`src/hdl/lds_pkg.sv`:
```
package lds_pkg;
  // Byte addresses of the register window
  localparam logic [15:0] ADDR_CODE = 16'h2120;
  localparam logic [15:0] ADDR_SWITCH = 16'h2124;
  localparam logic [15:0] ADDR_CONFIG = 16'h2128;
  localparam int ADDR_W = 16;

  // Configuration field positions
  localparam int CFG_WRITE_EN = 0;
  localparam int CFG_POWER_DOWN = 1;
  localparam int CFG_REF_SEL = 2;
  localparam int CFG_BIAS_MUX = 3;
  localparam int CFG_ZERO_MUX = 4;
  localparam int CFG_PATTERN = 5;
  localparam int CFG_CODE_SRC = 6;
  localparam int CFG_W = 7;
  localparam logic [6:0] CFG_RESET = 7'h02;

  // Switch register field positions
  localparam int SW_OVERRIDE = 5;
  localparam int SW_W = 6;
  localparam logic [5:0] SW_RESET = 6'h0c;

  // Code register fields
  localparam int CODE_W = 18;
  localparam logic [17:0] CODE_RESET = 18'h00000;

  // Switch vectors, bit n drives switch n
  localparam int NSW = 5;
  localparam logic [4:0] PAT_NORMAL = 5'h0c;
  localparam logic [4:0] PAT_DIAG = 5'h11;
  localparam logic [4:0] PAT_OPEN = 5'h00;

  // Switch vector bit of each output switch
  localparam int SW_FAST_TIA = 0;
  localparam int SW_ZERO_FILTER = 1;
  localparam int SW_SLOW_TIA = 2;
  localparam int SW_BIAS_FILTER = 3;
  localparam int SW_BIAS_POT = 4;
endpackage

```
`src/hdl/lds_apb_decode.sv`:
```
`timescale 1ns/1ps
// Decodes APB accesses into one-cycle write strobes per register.
module lds_apb_decode (
  input wire logic psel_i,
  input wire logic penable_i,
  input wire logic pwrite_i,
  input wire logic [15:0] paddr_i,
  output logic wr_code_o,
  output logic wr_switch_o,
  output logic wr_config_o,
  output logic hit_o
);
  logic wr_phase;

  always_comb begin
    wr_phase = psel_i && penable_i && pwrite_i;
    hit_o = (paddr_i == lds_pkg::ADDR_CODE) || (paddr_i == lds_pkg::ADDR_SWITCH) ||
            (paddr_i == lds_pkg::ADDR_CONFIG);
    wr_code_o = wr_phase && (paddr_i == lds_pkg::ADDR_CODE);
    wr_switch_o = wr_phase && (paddr_i == lds_pkg::ADDR_SWITCH);
    wr_config_o = wr_phase && (paddr_i == lds_pkg::ADDR_CONFIG);
  end
endmodule

```
`src/hdl/lds_switch_route.sv`:
```
`timescale 1ns/1ps
// Chooses the switch vector from pattern, override and power-down.
module lds_switch_route (
  input wire logic power_down_i,
  input wire logic pattern_sel_i,
  input wire logic override_i,
  input wire logic [4:0] manual_i,
  output logic [4:0] switches_o
);
  always_comb begin
    if (power_down_i) begin
      switches_o = lds_pkg::PAT_OPEN;
    end else if (override_i) begin
      switches_o = manual_i;
    end else if (pattern_sel_i) begin
      switches_o = lds_pkg::PAT_DIAG;
    end else begin
      switches_o = lds_pkg::PAT_NORMAL;
    end
  end
endmodule

```
`src/hdl/lds_top.sv`:
```
`timescale 1ns/1ps
// Operation
// Config bit 5 picks normal or diagnostic
// Normal pattern closes switches two, three
// Diagnostic pattern closes switches zero, four
// Config bit 4 routes zero node source
// Config bit 3 routes bias node source
// Software writes both mux bits equal
// Config bit 2 selects reference source
// Config bit 1 powers down, opens switches
// Config bit 0 gates code register writes
// Config bit 6 selects code source
// Switch bit 5 enables manual override
// Switch bit 4 drives switch four
// Switch bit 3 drives switch three
// Switch bit 2 drives switch two
// Switch bit 1 drives switch one
// Switch bit 0 drives switch zero
// Switch register at 0x2124, upper zero
// Registers 32-bit, reserved bits read zero
module lds_top (
  input wire logic clk_i,
  input wire logic reset_i,
  input wire logic psel_i,
  input wire logic penable_i,
  input wire logic pwrite_i,
  input wire logic [15:0] paddr_i,
  input wire logic [31:0] pwdata_i,
  output logic [31:0] prdata_o,
  output logic pready_o,
  output logic pslverr_o,
  output logic [4:0] switch_close_o,
  output logic zero_node_source_select_o,
  output logic bias_node_source_select_o,
  output logic reference_source_select_o,
  output logic converter_power_down_o,
  output logic code_source_select_o,
  output logic [17:0] dac_code_o
);
  logic [6:0] cfg_q;
  logic [5:0] sw_q;
  logic [17:0] code_q;
  logic wr_code;
  logic wr_switch;
  logic wr_config;
  logic hit;
  logic [4:0] switch_d;
  logic setup_phase;

  lds_apb_decode u_decode (
    .psel_i(psel_i),
    .penable_i(penable_i),
    .pwrite_i(pwrite_i),
    .paddr_i(paddr_i),
    .wr_code_o(wr_code),
    .wr_switch_o(wr_switch),
    .wr_config_o(wr_config),
    .hit_o(hit)
  );

  // Only implemented bits are stored, so reserved bits drop writes
  always_ff @(posedge clk_i or posedge reset_i) begin
    if (reset_i) begin
      cfg_q <= lds_pkg::CFG_RESET;
    end else if (wr_config && pready_o) begin
      cfg_q <= pwdata_i[lds_pkg::CFG_W-1:0];
    end
  end

  always_ff @(posedge clk_i or posedge reset_i) begin
    if (reset_i) begin
      sw_q <= lds_pkg::SW_RESET;
    end else if (wr_switch && pready_o) begin
      sw_q <= pwdata_i[lds_pkg::SW_W-1:0];
    end
  end

  // The code register is held cleared while writes are disabled
  always_ff @(posedge clk_i or posedge reset_i) begin
    if (reset_i) begin
      code_q <= lds_pkg::CODE_RESET;
    end else if (!cfg_q[lds_pkg::CFG_WRITE_EN]) begin
      code_q <= lds_pkg::CODE_RESET;
    end else if (wr_code && pready_o) begin
      code_q <= pwdata_i[lds_pkg::CODE_W-1:0];
    end
  end

  lds_switch_route u_route (
    .power_down_i(cfg_q[lds_pkg::CFG_POWER_DOWN]),
    .pattern_sel_i(cfg_q[lds_pkg::CFG_PATTERN]),
    .override_i(sw_q[lds_pkg::SW_OVERRIDE]),
    .manual_i(sw_q[lds_pkg::NSW-1:0]),
    .switches_o(switch_d)
  );

  // Outputs are registered: they follow the registers one cycle later
  always_ff @(posedge clk_i or posedge reset_i) begin
    if (reset_i) begin
      switch_close_o <= lds_pkg::PAT_OPEN;
      zero_node_source_select_o <= 1'b0;
      bias_node_source_select_o <= 1'b0;
      reference_source_select_o <= 1'b0;
      converter_power_down_o <= 1'b1;
      code_source_select_o <= 1'b0;
      dac_code_o <= lds_pkg::CODE_RESET;
    end else begin
      switch_close_o <= switch_d;
      zero_node_source_select_o <= cfg_q[lds_pkg::CFG_ZERO_MUX];
      bias_node_source_select_o <= cfg_q[lds_pkg::CFG_BIAS_MUX];
      reference_source_select_o <= cfg_q[lds_pkg::CFG_REF_SEL];
      converter_power_down_o <= cfg_q[lds_pkg::CFG_POWER_DOWN];
      code_source_select_o <= cfg_q[lds_pkg::CFG_CODE_SRC];
      dac_code_o <= code_q;
    end
  end

  // No wait state: pready rises at the setup cycle's edge, high in the first access cycle
  always_comb begin
    setup_phase = psel_i && !penable_i;
  end

  always_ff @(posedge clk_i or posedge reset_i) begin
    if (reset_i) begin
      pready_o <= 1'b0;
      pslverr_o <= 1'b0;
      prdata_o <= 32'h00000000;
    end else if (setup_phase) begin
      pready_o <= 1'b1;
      pslverr_o <= !hit;
      prdata_o <= 32'h00000000;
      if (!pwrite_i) begin
        if (paddr_i == lds_pkg::ADDR_CONFIG) begin
          prdata_o <= {25'h0000000, cfg_q};
        end else if (paddr_i == lds_pkg::ADDR_SWITCH) begin
          prdata_o <= {26'h0000000, sw_q};
        end else if (paddr_i == lds_pkg::ADDR_CODE) begin
          prdata_o <= {14'h0000, code_q};
        end
      end
    end else begin
      pready_o <= 1'b0;
      pslverr_o <= 1'b0;
    end
  end

  // Shorthands for the checks below
  logic chk_auto;
  logic chk_manual;
  logic chk_read;
  always_comb begin
    chk_auto = !cfg_q[lds_pkg::CFG_POWER_DOWN] && !sw_q[lds_pkg::SW_OVERRIDE];
    chk_manual = !cfg_q[lds_pkg::CFG_POWER_DOWN] && sw_q[lds_pkg::SW_OVERRIDE];
    chk_read = setup_phase && !pwrite_i;
  end

  property p_power_open;
    @(posedge clk_i) disable iff (reset_i)
      cfg_q[lds_pkg::CFG_POWER_DOWN] |=>
        switch_close_o == lds_pkg::PAT_OPEN;
  endproperty
  a_power_open: assert property (p_power_open) else $error("switches closed in power-down");

  property p_power_pin;
    @(posedge clk_i) disable iff (reset_i)
      1'b1 |=>
        converter_power_down_o == $past(cfg_q[lds_pkg::CFG_POWER_DOWN]);
  endproperty
  a_power_pin: assert property (p_power_pin) else $error("power-down pin wrong");

  property p_normal;
    @(posedge clk_i) disable iff (reset_i)
      (chk_auto && !cfg_q[lds_pkg::CFG_PATTERN]) |=>
        switch_close_o == lds_pkg::PAT_NORMAL;
  endproperty
  a_normal: assert property (p_normal) else $error("normal pattern wrong");

  property p_diag;
    @(posedge clk_i) disable iff (reset_i)
      (chk_auto && cfg_q[lds_pkg::CFG_PATTERN]) |=>
        switch_close_o == lds_pkg::PAT_DIAG;
  endproperty
  a_diag: assert property (p_diag) else $error("diagnostic pattern wrong");

  property p_pattern;
    @(posedge clk_i) disable iff (reset_i)
      chk_auto |=>
        switch_close_o == ($past(cfg_q[lds_pkg::CFG_PATTERN]) ? lds_pkg::PAT_DIAG : lds_pkg::PAT_NORMAL);
  endproperty
  a_pattern: assert property (p_pattern) else $error("pattern select wrong");

  property p_override;
    @(posedge clk_i) disable iff (reset_i)
      chk_manual |=>
        switch_close_o == $past(sw_q[lds_pkg::NSW-1:0]);
  endproperty
  a_override: assert property (p_override) else $error("override not applied");

  property p_manual_hold;
    @(posedge clk_i) disable iff (reset_i)
      ($past(chk_manual) && chk_manual && $stable(sw_q)) |=>
        $stable(switch_close_o);
  endproperty
  a_manual_hold: assert property (p_manual_hold) else $error("override switches moved");

  property p_sw_pot;
    @(posedge clk_i) disable iff (reset_i)
      chk_manual |=>
        switch_close_o[lds_pkg::SW_BIAS_POT] == $past(sw_q[lds_pkg::SW_BIAS_POT]);
  endproperty
  a_sw_pot: assert property (p_sw_pot) else $error("switch four wrong");

  property p_sw_bias_filter;
    @(posedge clk_i) disable iff (reset_i)
      chk_manual |=>
        switch_close_o[lds_pkg::SW_BIAS_FILTER] == $past(sw_q[lds_pkg::SW_BIAS_FILTER]);
  endproperty
  a_sw_bias_filter: assert property (p_sw_bias_filter) else $error("switch three wrong");

  property p_sw_slow_tia;
    @(posedge clk_i) disable iff (reset_i)
      chk_manual |=>
        switch_close_o[lds_pkg::SW_SLOW_TIA] == $past(sw_q[lds_pkg::SW_SLOW_TIA]);
  endproperty
  a_sw_slow_tia: assert property (p_sw_slow_tia) else $error("switch two wrong");

  property p_sw_zero_filter;
    @(posedge clk_i) disable iff (reset_i)
      chk_manual |=>
        switch_close_o[lds_pkg::SW_ZERO_FILTER] == $past(sw_q[lds_pkg::SW_ZERO_FILTER]);
  endproperty
  a_sw_zero_filter: assert property (p_sw_zero_filter) else $error("switch one wrong");

  property p_sw_fast_tia;
    @(posedge clk_i) disable iff (reset_i)
      chk_manual |=>
        switch_close_o[lds_pkg::SW_FAST_TIA] == $past(sw_q[lds_pkg::SW_FAST_TIA]);
  endproperty
  a_sw_fast_tia: assert property (p_sw_fast_tia) else $error("switch zero wrong");

  property p_code_gate;
    @(posedge clk_i) disable iff (reset_i)
      !cfg_q[lds_pkg::CFG_WRITE_EN] |=>
        code_q == lds_pkg::CODE_RESET;
  endproperty
  a_code_gate: assert property (p_code_gate) else $error("code not cleared");

  property p_code_write;
    @(posedge clk_i) disable iff (reset_i)
      (wr_code && pready_o && cfg_q[lds_pkg::CFG_WRITE_EN]) |=>
        code_q == $past(pwdata_i[lds_pkg::CODE_W-1:0]);
  endproperty
  a_code_write: assert property (p_code_write) else $error("code write lost");

  property p_code_out;
    @(posedge clk_i) disable iff (reset_i)
      1'b1 |=>
        dac_code_o == $past(code_q);
  endproperty
  a_code_out: assert property (p_code_out) else $error("code output wrong");

  property p_cfg_write;
    @(posedge clk_i) disable iff (reset_i)
      (wr_config && pready_o) |=>
        cfg_q == $past(pwdata_i[lds_pkg::CFG_W-1:0]);
  endproperty
  a_cfg_write: assert property (p_cfg_write) else $error("config write lost");

  property p_sw_write;
    @(posedge clk_i) disable iff (reset_i)
      (wr_switch && pready_o) |=>
        sw_q == $past(pwdata_i[lds_pkg::SW_W-1:0]);
  endproperty
  a_sw_write: assert property (p_sw_write) else $error("switch write lost");

  property p_unmapped_keep;
    @(posedge clk_i) disable iff (reset_i)
      (psel_i && penable_i && pwrite_i && !hit) |=>
        $stable(cfg_q) && $stable(sw_q);
  endproperty
  a_unmapped_keep: assert property (p_unmapped_keep) else $error("unmapped write landed");

  property p_cfg_read;
    @(posedge clk_i) disable iff (reset_i)
      (chk_read && paddr_i == lds_pkg::ADDR_CONFIG) |=>
        prdata_o == {25'h0, $past(cfg_q)};
  endproperty
  a_cfg_read: assert property (p_cfg_read) else $error("config read wrong");

  property p_sw_read;
    @(posedge clk_i) disable iff (reset_i)
      (chk_read && paddr_i == lds_pkg::ADDR_SWITCH) |=>
        prdata_o == {26'h0, $past(sw_q)};
  endproperty
  a_sw_read: assert property (p_sw_read) else $error("switch read wrong");

  property p_code_read;
    @(posedge clk_i) disable iff (reset_i)
      (chk_read && paddr_i == lds_pkg::ADDR_CODE) |=>
        prdata_o == {14'h0, $past(code_q)};
  endproperty
  a_code_read: assert property (p_code_read) else $error("code read wrong");

  property p_unmapped;
    @(posedge clk_i) disable iff (reset_i)
      (setup_phase && !hit) |=>
        pslverr_o && (prdata_o == 32'h00000000);
  endproperty
  a_unmapped: assert property (p_unmapped) else $error("unmapped access not refused");

  property p_mapped_ok;
    @(posedge clk_i) disable iff (reset_i)
      (setup_phase && hit) |=>
        !pslverr_o;
  endproperty
  a_mapped_ok: assert property (p_mapped_ok) else $error("mapped access refused");

  property p_ready_answer;
    @(posedge clk_i) disable iff (reset_i)
      setup_phase |=>
        pready_o;
  endproperty
  a_ready_answer: assert property (p_ready_answer) else $error("ready missing in access");

  property p_ready_pulse;
    @(posedge clk_i) disable iff (reset_i)
      pready_o |=>
        !pready_o;
  endproperty
  a_ready_pulse: assert property (p_ready_pulse) else $error("ready longer than one cycle");

  property p_zero_mux;
    @(posedge clk_i) disable iff (reset_i)
      1'b1 |=>
        zero_node_source_select_o == $past(cfg_q[lds_pkg::CFG_ZERO_MUX]);
  endproperty
  a_zero_mux: assert property (p_zero_mux) else $error("zero node select wrong");

  property p_bias_mux;
    @(posedge clk_i) disable iff (reset_i)
      1'b1 |=>
        bias_node_source_select_o == $past(cfg_q[lds_pkg::CFG_BIAS_MUX]);
  endproperty
  a_bias_mux: assert property (p_bias_mux) else $error("bias node select wrong");

  property p_ref;
    @(posedge clk_i) disable iff (reset_i)
      1'b1 |=>
        reference_source_select_o == $past(cfg_q[lds_pkg::CFG_REF_SEL]);
  endproperty
  a_ref: assert property (p_ref) else $error("reference select wrong");

  property p_code_src;
    @(posedge clk_i) disable iff (reset_i)
      1'b1 |=>
        code_source_select_o == $past(cfg_q[lds_pkg::CFG_CODE_SRC]);
  endproperty
  a_code_src: assert property (p_code_src) else $error("code source select wrong");
endmodule

```
`config.mk`:
```
export PLATFORM = sky130hd
export DESIGN_NAME = lds_top
export DESIGN_NICKNAME = d
export VERILOG_FILES = /design/src/hdl/lds_pkg.sv /design/src/hdl/lds_apb_decode.sv /design/src/hdl/lds_switch_route.sv /design/src/hdl/lds_top.sv
export SDC_FILE = /design/constraint.sdc
export NUM_CORES = 1
export LEC_CHECK = 0
export BUFFER_PORTS_ARGS = -buffer_cell sky130_fd_sc_hd__buf_4
export CORE_MARGIN = 1
export CORE_UTILIZATION = 52
export DETAILED_ROUTE_END_ITERATION = 7
export GPL_TIMING_DRIVEN = 0
export PLACE_DENSITY = 0.91
export RECOVER_POWER = 100
export SLEW_MARGIN = 20
export SYNTH_ARGS = -nofsm -noshare
export SYNTH_HDL_FRONTEND = slang
export SYNTH_SLANG_ARGS = --single-unit
```
`constraint.sdc`:
```
create_clock -name clk_i -period 5.4 [get_ports clk_i]
set_input_delay 0.81 -clock clk_i [delete_from_list [all_inputs] [get_ports clk_i]]
set_output_delay 0.81 -clock clk_i [all_outputs]
set_load 0.03 [all_outputs]
```
## Word level (Yosys, flattened, before mapping)

Index checks and enable logic that the tools add are counted.
Widths: inputs -> output; s select.

- Output and inout port bits: 62
- Bits of input ports: 53
- Word-level logic and storage cells: 41
- Bits in registers: 93

- Eq/ne operators: 4
- Reduce and logical (&&, ||, !) cells: 13
- Muxes and demuxes: 11

Operator list:

| kind | number |
|---|---|
| $mux 18 | 6 |
| $eq 16x14->1 const B | 3 |
| $mux 5 | 3 |
| $logic_and 1x1->1 | 9 |
| $logic_not 1->1 | 2 |
| $logic_or 1x1->1 | 2 |
| $mux 1 | 2 |
| $ne 2x1->1 const B | 1 |

## Depth between registers and ports, before layout

- Word-level depth: 6
- Gate-level depth with buffers: 6
- Depth with buffers taken out: 4

## Modules after synthesis

From an unflattened synthesis, not the netlist that was laid out.

- Cell total of the unflattened synthesis: 228
- Area total of the unflattened synthesis: 3,067.9 um2

By module, submodules not included:

| module | cells an instance | area each (um2) | sequential area each (um2) | times used |
|---|---|---|---|---|
| lds_top | 203 | 2,896.5 | 1,981.9 | 1 |
| lds_apb_decode | 13 | 116.4 | 0.0 | 1 |
| lds_switch_route | 12 | 55.1 | 0.0 | 1 |

## Worst setup path before layout

No wires, ideal clock.

- Path type: input-to-reg
- From: in paddr_i[9]
- To: reg sw_q[0]
- Slack: 3.217 ns
- Buffers on the path: 0
- Cell stages on the path: 4
- Data arrival time: 2.058 ns
- Data required time: 5.275 ns
- Setup time: 0.125 ns
- Path through: nor4b_2 -> nand3_2 -> nor4_4 -> mux2_2

- Cells in the longest elaborated chain, start to end: 3

RTL lines:

| what | RTL line | source |
|---|---|---|
| start: declaration | lds_top.sv:27 | `input wire logic [15:0] paddr_i,` |
| $eq 16x14->1 | lds_apb_decode.sv:20 | `wr_switch_o = wr_phase && (paddr_i == lds_pkg::ADDR_SWITCH);` |
| $logic_and 1x1->1 | lds_apb_decode.sv:20 |  |
| $logic_and 1x1->1 | lds_top.sv:73 | `end else if (wr_switch && pready_o) begin` |
| end signal: assignment | lds_top.sv:72 | `sw_q <= lds_pkg::SW_RESET;` |
| end signal: assignment | lds_top.sv:74 | `sw_q <= pwdata_i[lds_pkg::SW_W-1:0];` |
| end: declaration | lds_top.sv:41 | `logic [5:0] sw_q;` |

Every way passes these cells.
A chain may end at the register's enable or synchronous reset.

## Final worst setup path

- From: in paddr_i[12]
- To: reg cfg_q[5]

- Cells in the longest elaborated chain, start to end: 3

RTL lines:

| what | RTL line | source |
|---|---|---|
| $eq 16x14->1 | lds_apb_decode.sv:21 | `wr_config_o = wr_phase && (paddr_i == lds_pkg::ADDR_CONFIG);` |
| $logic_and 1x1->1 | lds_apb_decode.sv:21 |  |
| $logic_and 1x1->1 | lds_top.sv:65 | `end else if (wr_config && pready_o) begin` |
| end signal: assignment | lds_top.sv:64 | `cfg_q <= lds_pkg::CFG_RESET;` |
| end signal: assignment | lds_top.sv:66 | `cfg_q <= pwdata_i[lds_pkg::CFG_W-1:0];` |
| end: declaration | lds_top.sv:40 | `logic [6:0] cfg_q;` |

Every way passes these cells.

==> summary.md <==
| Metric | Value |
|---|---|
| Crit Path Class | `input pin to flip-flop` |
| Die Area | `6090 um2` |
| First-pass GRT wire length | `around 11,000 um` |
| CTS root buf | `clkbuf_8` |
| Slew Viols, Final | `37` |
| Std-Cell Rows | `27` |
| Top_reg_cell synth | `dfrtp_1` |
| Worst Max-Slew Pin Slew | `roughly 1.6 ns` |
| Fmax | `about 0.35 GHz` |
| Crit path DAT | `3.12 ns` |
| DRC viols | `0` |
| Final GP Congestion | `a little under 0.8` |
| Share of cells above drive strength 1 | `about 29%` |
| Max incr delay on CP | `approximately 1.1 ns` |
| CTS tree | `done` |
| Clk sinks | `79` |
| Max-Cap Viols | `1` |
| Startpoint Class | `input pin` |
| Die X-Extent | `78.0 um` |
| Distinct cells, synth | `35` |
| Register area share after synthesis | `65.9%` |
| P per Cell Area | `between 300 and 400 nW/um2` |
| Placed Cells | `377` |
| ANT nets after route | `0` |
| Mean number of vias per cell | `5.33` |
| Die Y | `78.0 um` |
| # diodes | `0` |
| Crit. End Element | `flip-flop` |
| Dpl hpwl | `roughly 5000 um` |
| Period utilization | `between 50% and 60%` |
| Iteration-0 DRC Markers | `134` |
| Overall Global Routing Usage | `between 20% and 30%` |
| Flops & latches, synth | `79` |
| Async set or reset register ratio after synthesis | `100%` |
| Worst hold start | `code_q[9]$_DFFE_PP0P_` |
| Port buffer count | `85` |
| I/O pins | `~120` |
| Min-Delay Path Class | `flip-flop to flip-flop` |
| Mapped Area | `3010 um2` |
| Clock tree buffer depth | `2` |
| # setup viols final | `0` |
| Avg Synthesized Cell Area | `about 15 um2` |
| CTS resizes | `0` |
| Clk Latency, worst-skew pair | `0.35 ns` |
| Static Leakage | `about 0.0019 uW` |
| Worst path slowest cell | `nor3b_1` |
| Max Fanout on Critical Path | `7` |
| GR Overflow Total | `0` |
| Drt pass-1 iters | `4` |
| R2r startpoint | `pready_o$_DFF_PP0_` |
| EDFF count, synth | `0` |
| Fillers | `around 440` |
| DR vias | `2,095` |
| Area Growth Syn to Fin | `26.3%` |
| Synth Warn # | `0` |
| Layout Utilization | `around two thirds` |
| VDD IR max | `~180 uV` |
| H-tree levels | `3` |
| Final critical-path required period | `roughly 2.9 ns` |
| Final Hold Fails | `0` |
| CTS hold repair buffers | `0` |
| Initial antenna violation count | `0` |
| Drt total wl | `7000 um` |
| Setup TNS | `0 ns` |
| Non-filler instance count after layout | `between 300 and 400` |
| Rel. slew slack | `-4.80%` |
| Number of global-route vias before repair | `~2,200` |
| RSZ-0062 raised after global routing | `false` |
| Cell Chain, Critical Path | `clkbuf_4 -> nor4b_1 -> nand2_2 -> nor3b_1 -> mux2_2` |
| Gate Count Post-Synth | `206` |
| Initial Utilization | `roughly 54%` |
| Setup Skew | `approximately 0.0062 ns` |
| Buffers and inverters on the worst path | `1` |
| Failing checks | `capacitance limit, slew limit` |
| Data required, critical path | `between 5 and 6 ns` |
| Largest net degree at the start of global routing | `44` |
| Clock transition at path regs | `roughly 0.08 ns` |
| Final net count | `around 370` |
| Status | `finished, violations left` |
| Routed len/inst | `about 18 um` |
| Post-CTS setup buffer count | `0` |
| Worst Setup SP | `paddr_i[12]` |
| Core area | `~5500 um2` |
| Delay-heaviest family, CP | `simple AND/OR/NAND/NOR gates` |
| CTS Buf Count | `9` |
## through the flow
stage | setup slack, ns | area [um2] | total power (uW) | hold WS, ns
after detailed placement | 2.82 | 3810 | 678 | 0.387
after floorplan | 2.57 | 3060 | 645 | 0.367
final | 2.52 | 3800 | 1150 | 0.404
after global placement | 1.86 | 3780 | 674 | 0.377
after CTS | 3.19 | 4030 | 1150 | 0.410
after global routing | 2.35 | 3800 | 1190 | 0.409
## registers in the layout (all words and copies together) (netlist names)
signal,cells
zero_node_source_select_o,1
dac_code_o,18
switch_close_o,5
bias_node_source_select_o,1
cfg_q,7
converter_power_down_o,1
code_source_select_o,1
pready_o,1
prdata_o,18
reference_source_select_o,1
pslverr_o,1
code_q,18
sw_q,6
## report_power, final
group,leakage (uW),switching (uW),internal [uW]
Combinational,0.000699,42.4,29.9
Clock,0.000105,224,261
Sequential,0.00108,0.230,592
## final cells by class
| cell class | instances | area, um2 | area share [%] |
|---|---|---|---|
| inverter | 4 | 16.3 | 0.428 |
| multi-input combinational | 115 | 868 | 22.9 |
| clock buffer | 9 | 124 | 3.26 |
| tap | 72 | 90.1 | 2.37 |
| clock inverter | 7 | 97.6 | 2.57 |
| sequential | 79 | 1980 | 52.2 |
| buffer | 21 | 143 | 3.75 |
| timing repair buffer | 86 | 478 | 12.6 |
## per-layer routing
metal | track usage (%) | share of wire (%) | vias to the layer above | wire (um)
met4 | 11.1 | 1.9 | 0 | 133
li1 | - | - | 940 | -
met1 | 30.0 | 40 | 1070 | 2790
met5 | 0 | 0 | - | 0
met2 | 42.4 | 53 | 70 | 3710
met3 | 7.67 | 5.3 | 15 | 373
## synthesized netlist by cell type (2+ instances only)
cell type / n / share of area, %
a21oi_1: 3 / 0.50
a22o_1: 29 / 8.4
and4_2: 2 / 0.67
buf_4: 17 / 4.2
clkbuf_1: 2 / 0.25
dfrtp_1: 75 / 62
dfstp_2: 4 / 3.5
inv_1: 4 / 0.50
mux2_2: 12 / 4.5
mux2i_1: 7 / 2.3
nand2_1: 9 / 1.1
nand4_1: 5 / 1.0
nor2_1: 6 / 0.75
nor2b_1: 3 / 0.62
nor3_1: 3 / 0.50
nor4b_2: 2 / 1.0
o211ai_1: 5 / 1.2
## layout by cell type, fill, tap and decap left out, types with 2 or more instances in the layout
cell	count
clkinvlp_4	2
buf_4	49
nor2_1	6
clkbuf_1	53
nand4_1	5
clkbuf_4	3
bufinv_16	2
mux2_2	12
conb_1	14
a21oi_1	3
nor3_1	3
nand2_1	9
clkbuf_8	9
mux2i_1	7
nor2b_1	3
dfstp_2	3
clkinv_4	2
dfrtp_1	75
inv_1	3
and4_2	2
o211ai_1	5
a22o_1	29
## final timing paths
kind / endpoint / slack, ns / cells after the start
worst max-delay path: cfg_q[5]$_DFFE_PP0P_ / 2.52 / 5
worst min-delay path: dac_code_o[9]$_DFF_PP0_ / 0.40 / 0
worst max register to register: cfg_q[5]$_DFFE_PP0P_ / 3.08 / 4
worst min register to register: dac_code_o[9]$_DFF_PP0_ / 0.40 / 0
max in group asynchronous: sw_q[3]$_DFFE_PP1P_ / 3.69 / 3
min in group asynchronous: switch_close_o[1]$_DFF_PP0_ / 0.83 / 2
## cell families after synthesis
logic type / count (synthesis) / share of synthesized area [%]
DFF: 79 / 65.9
and+or+nand+nor: 41 / 9.99
AOI/OAI and AO/OA: 40 / 11.2
buffers and inverters: 25 / 5.53
muxes: 20 / 7.20
other: 1 / 0.125
(Power assumes the default switching activity.)
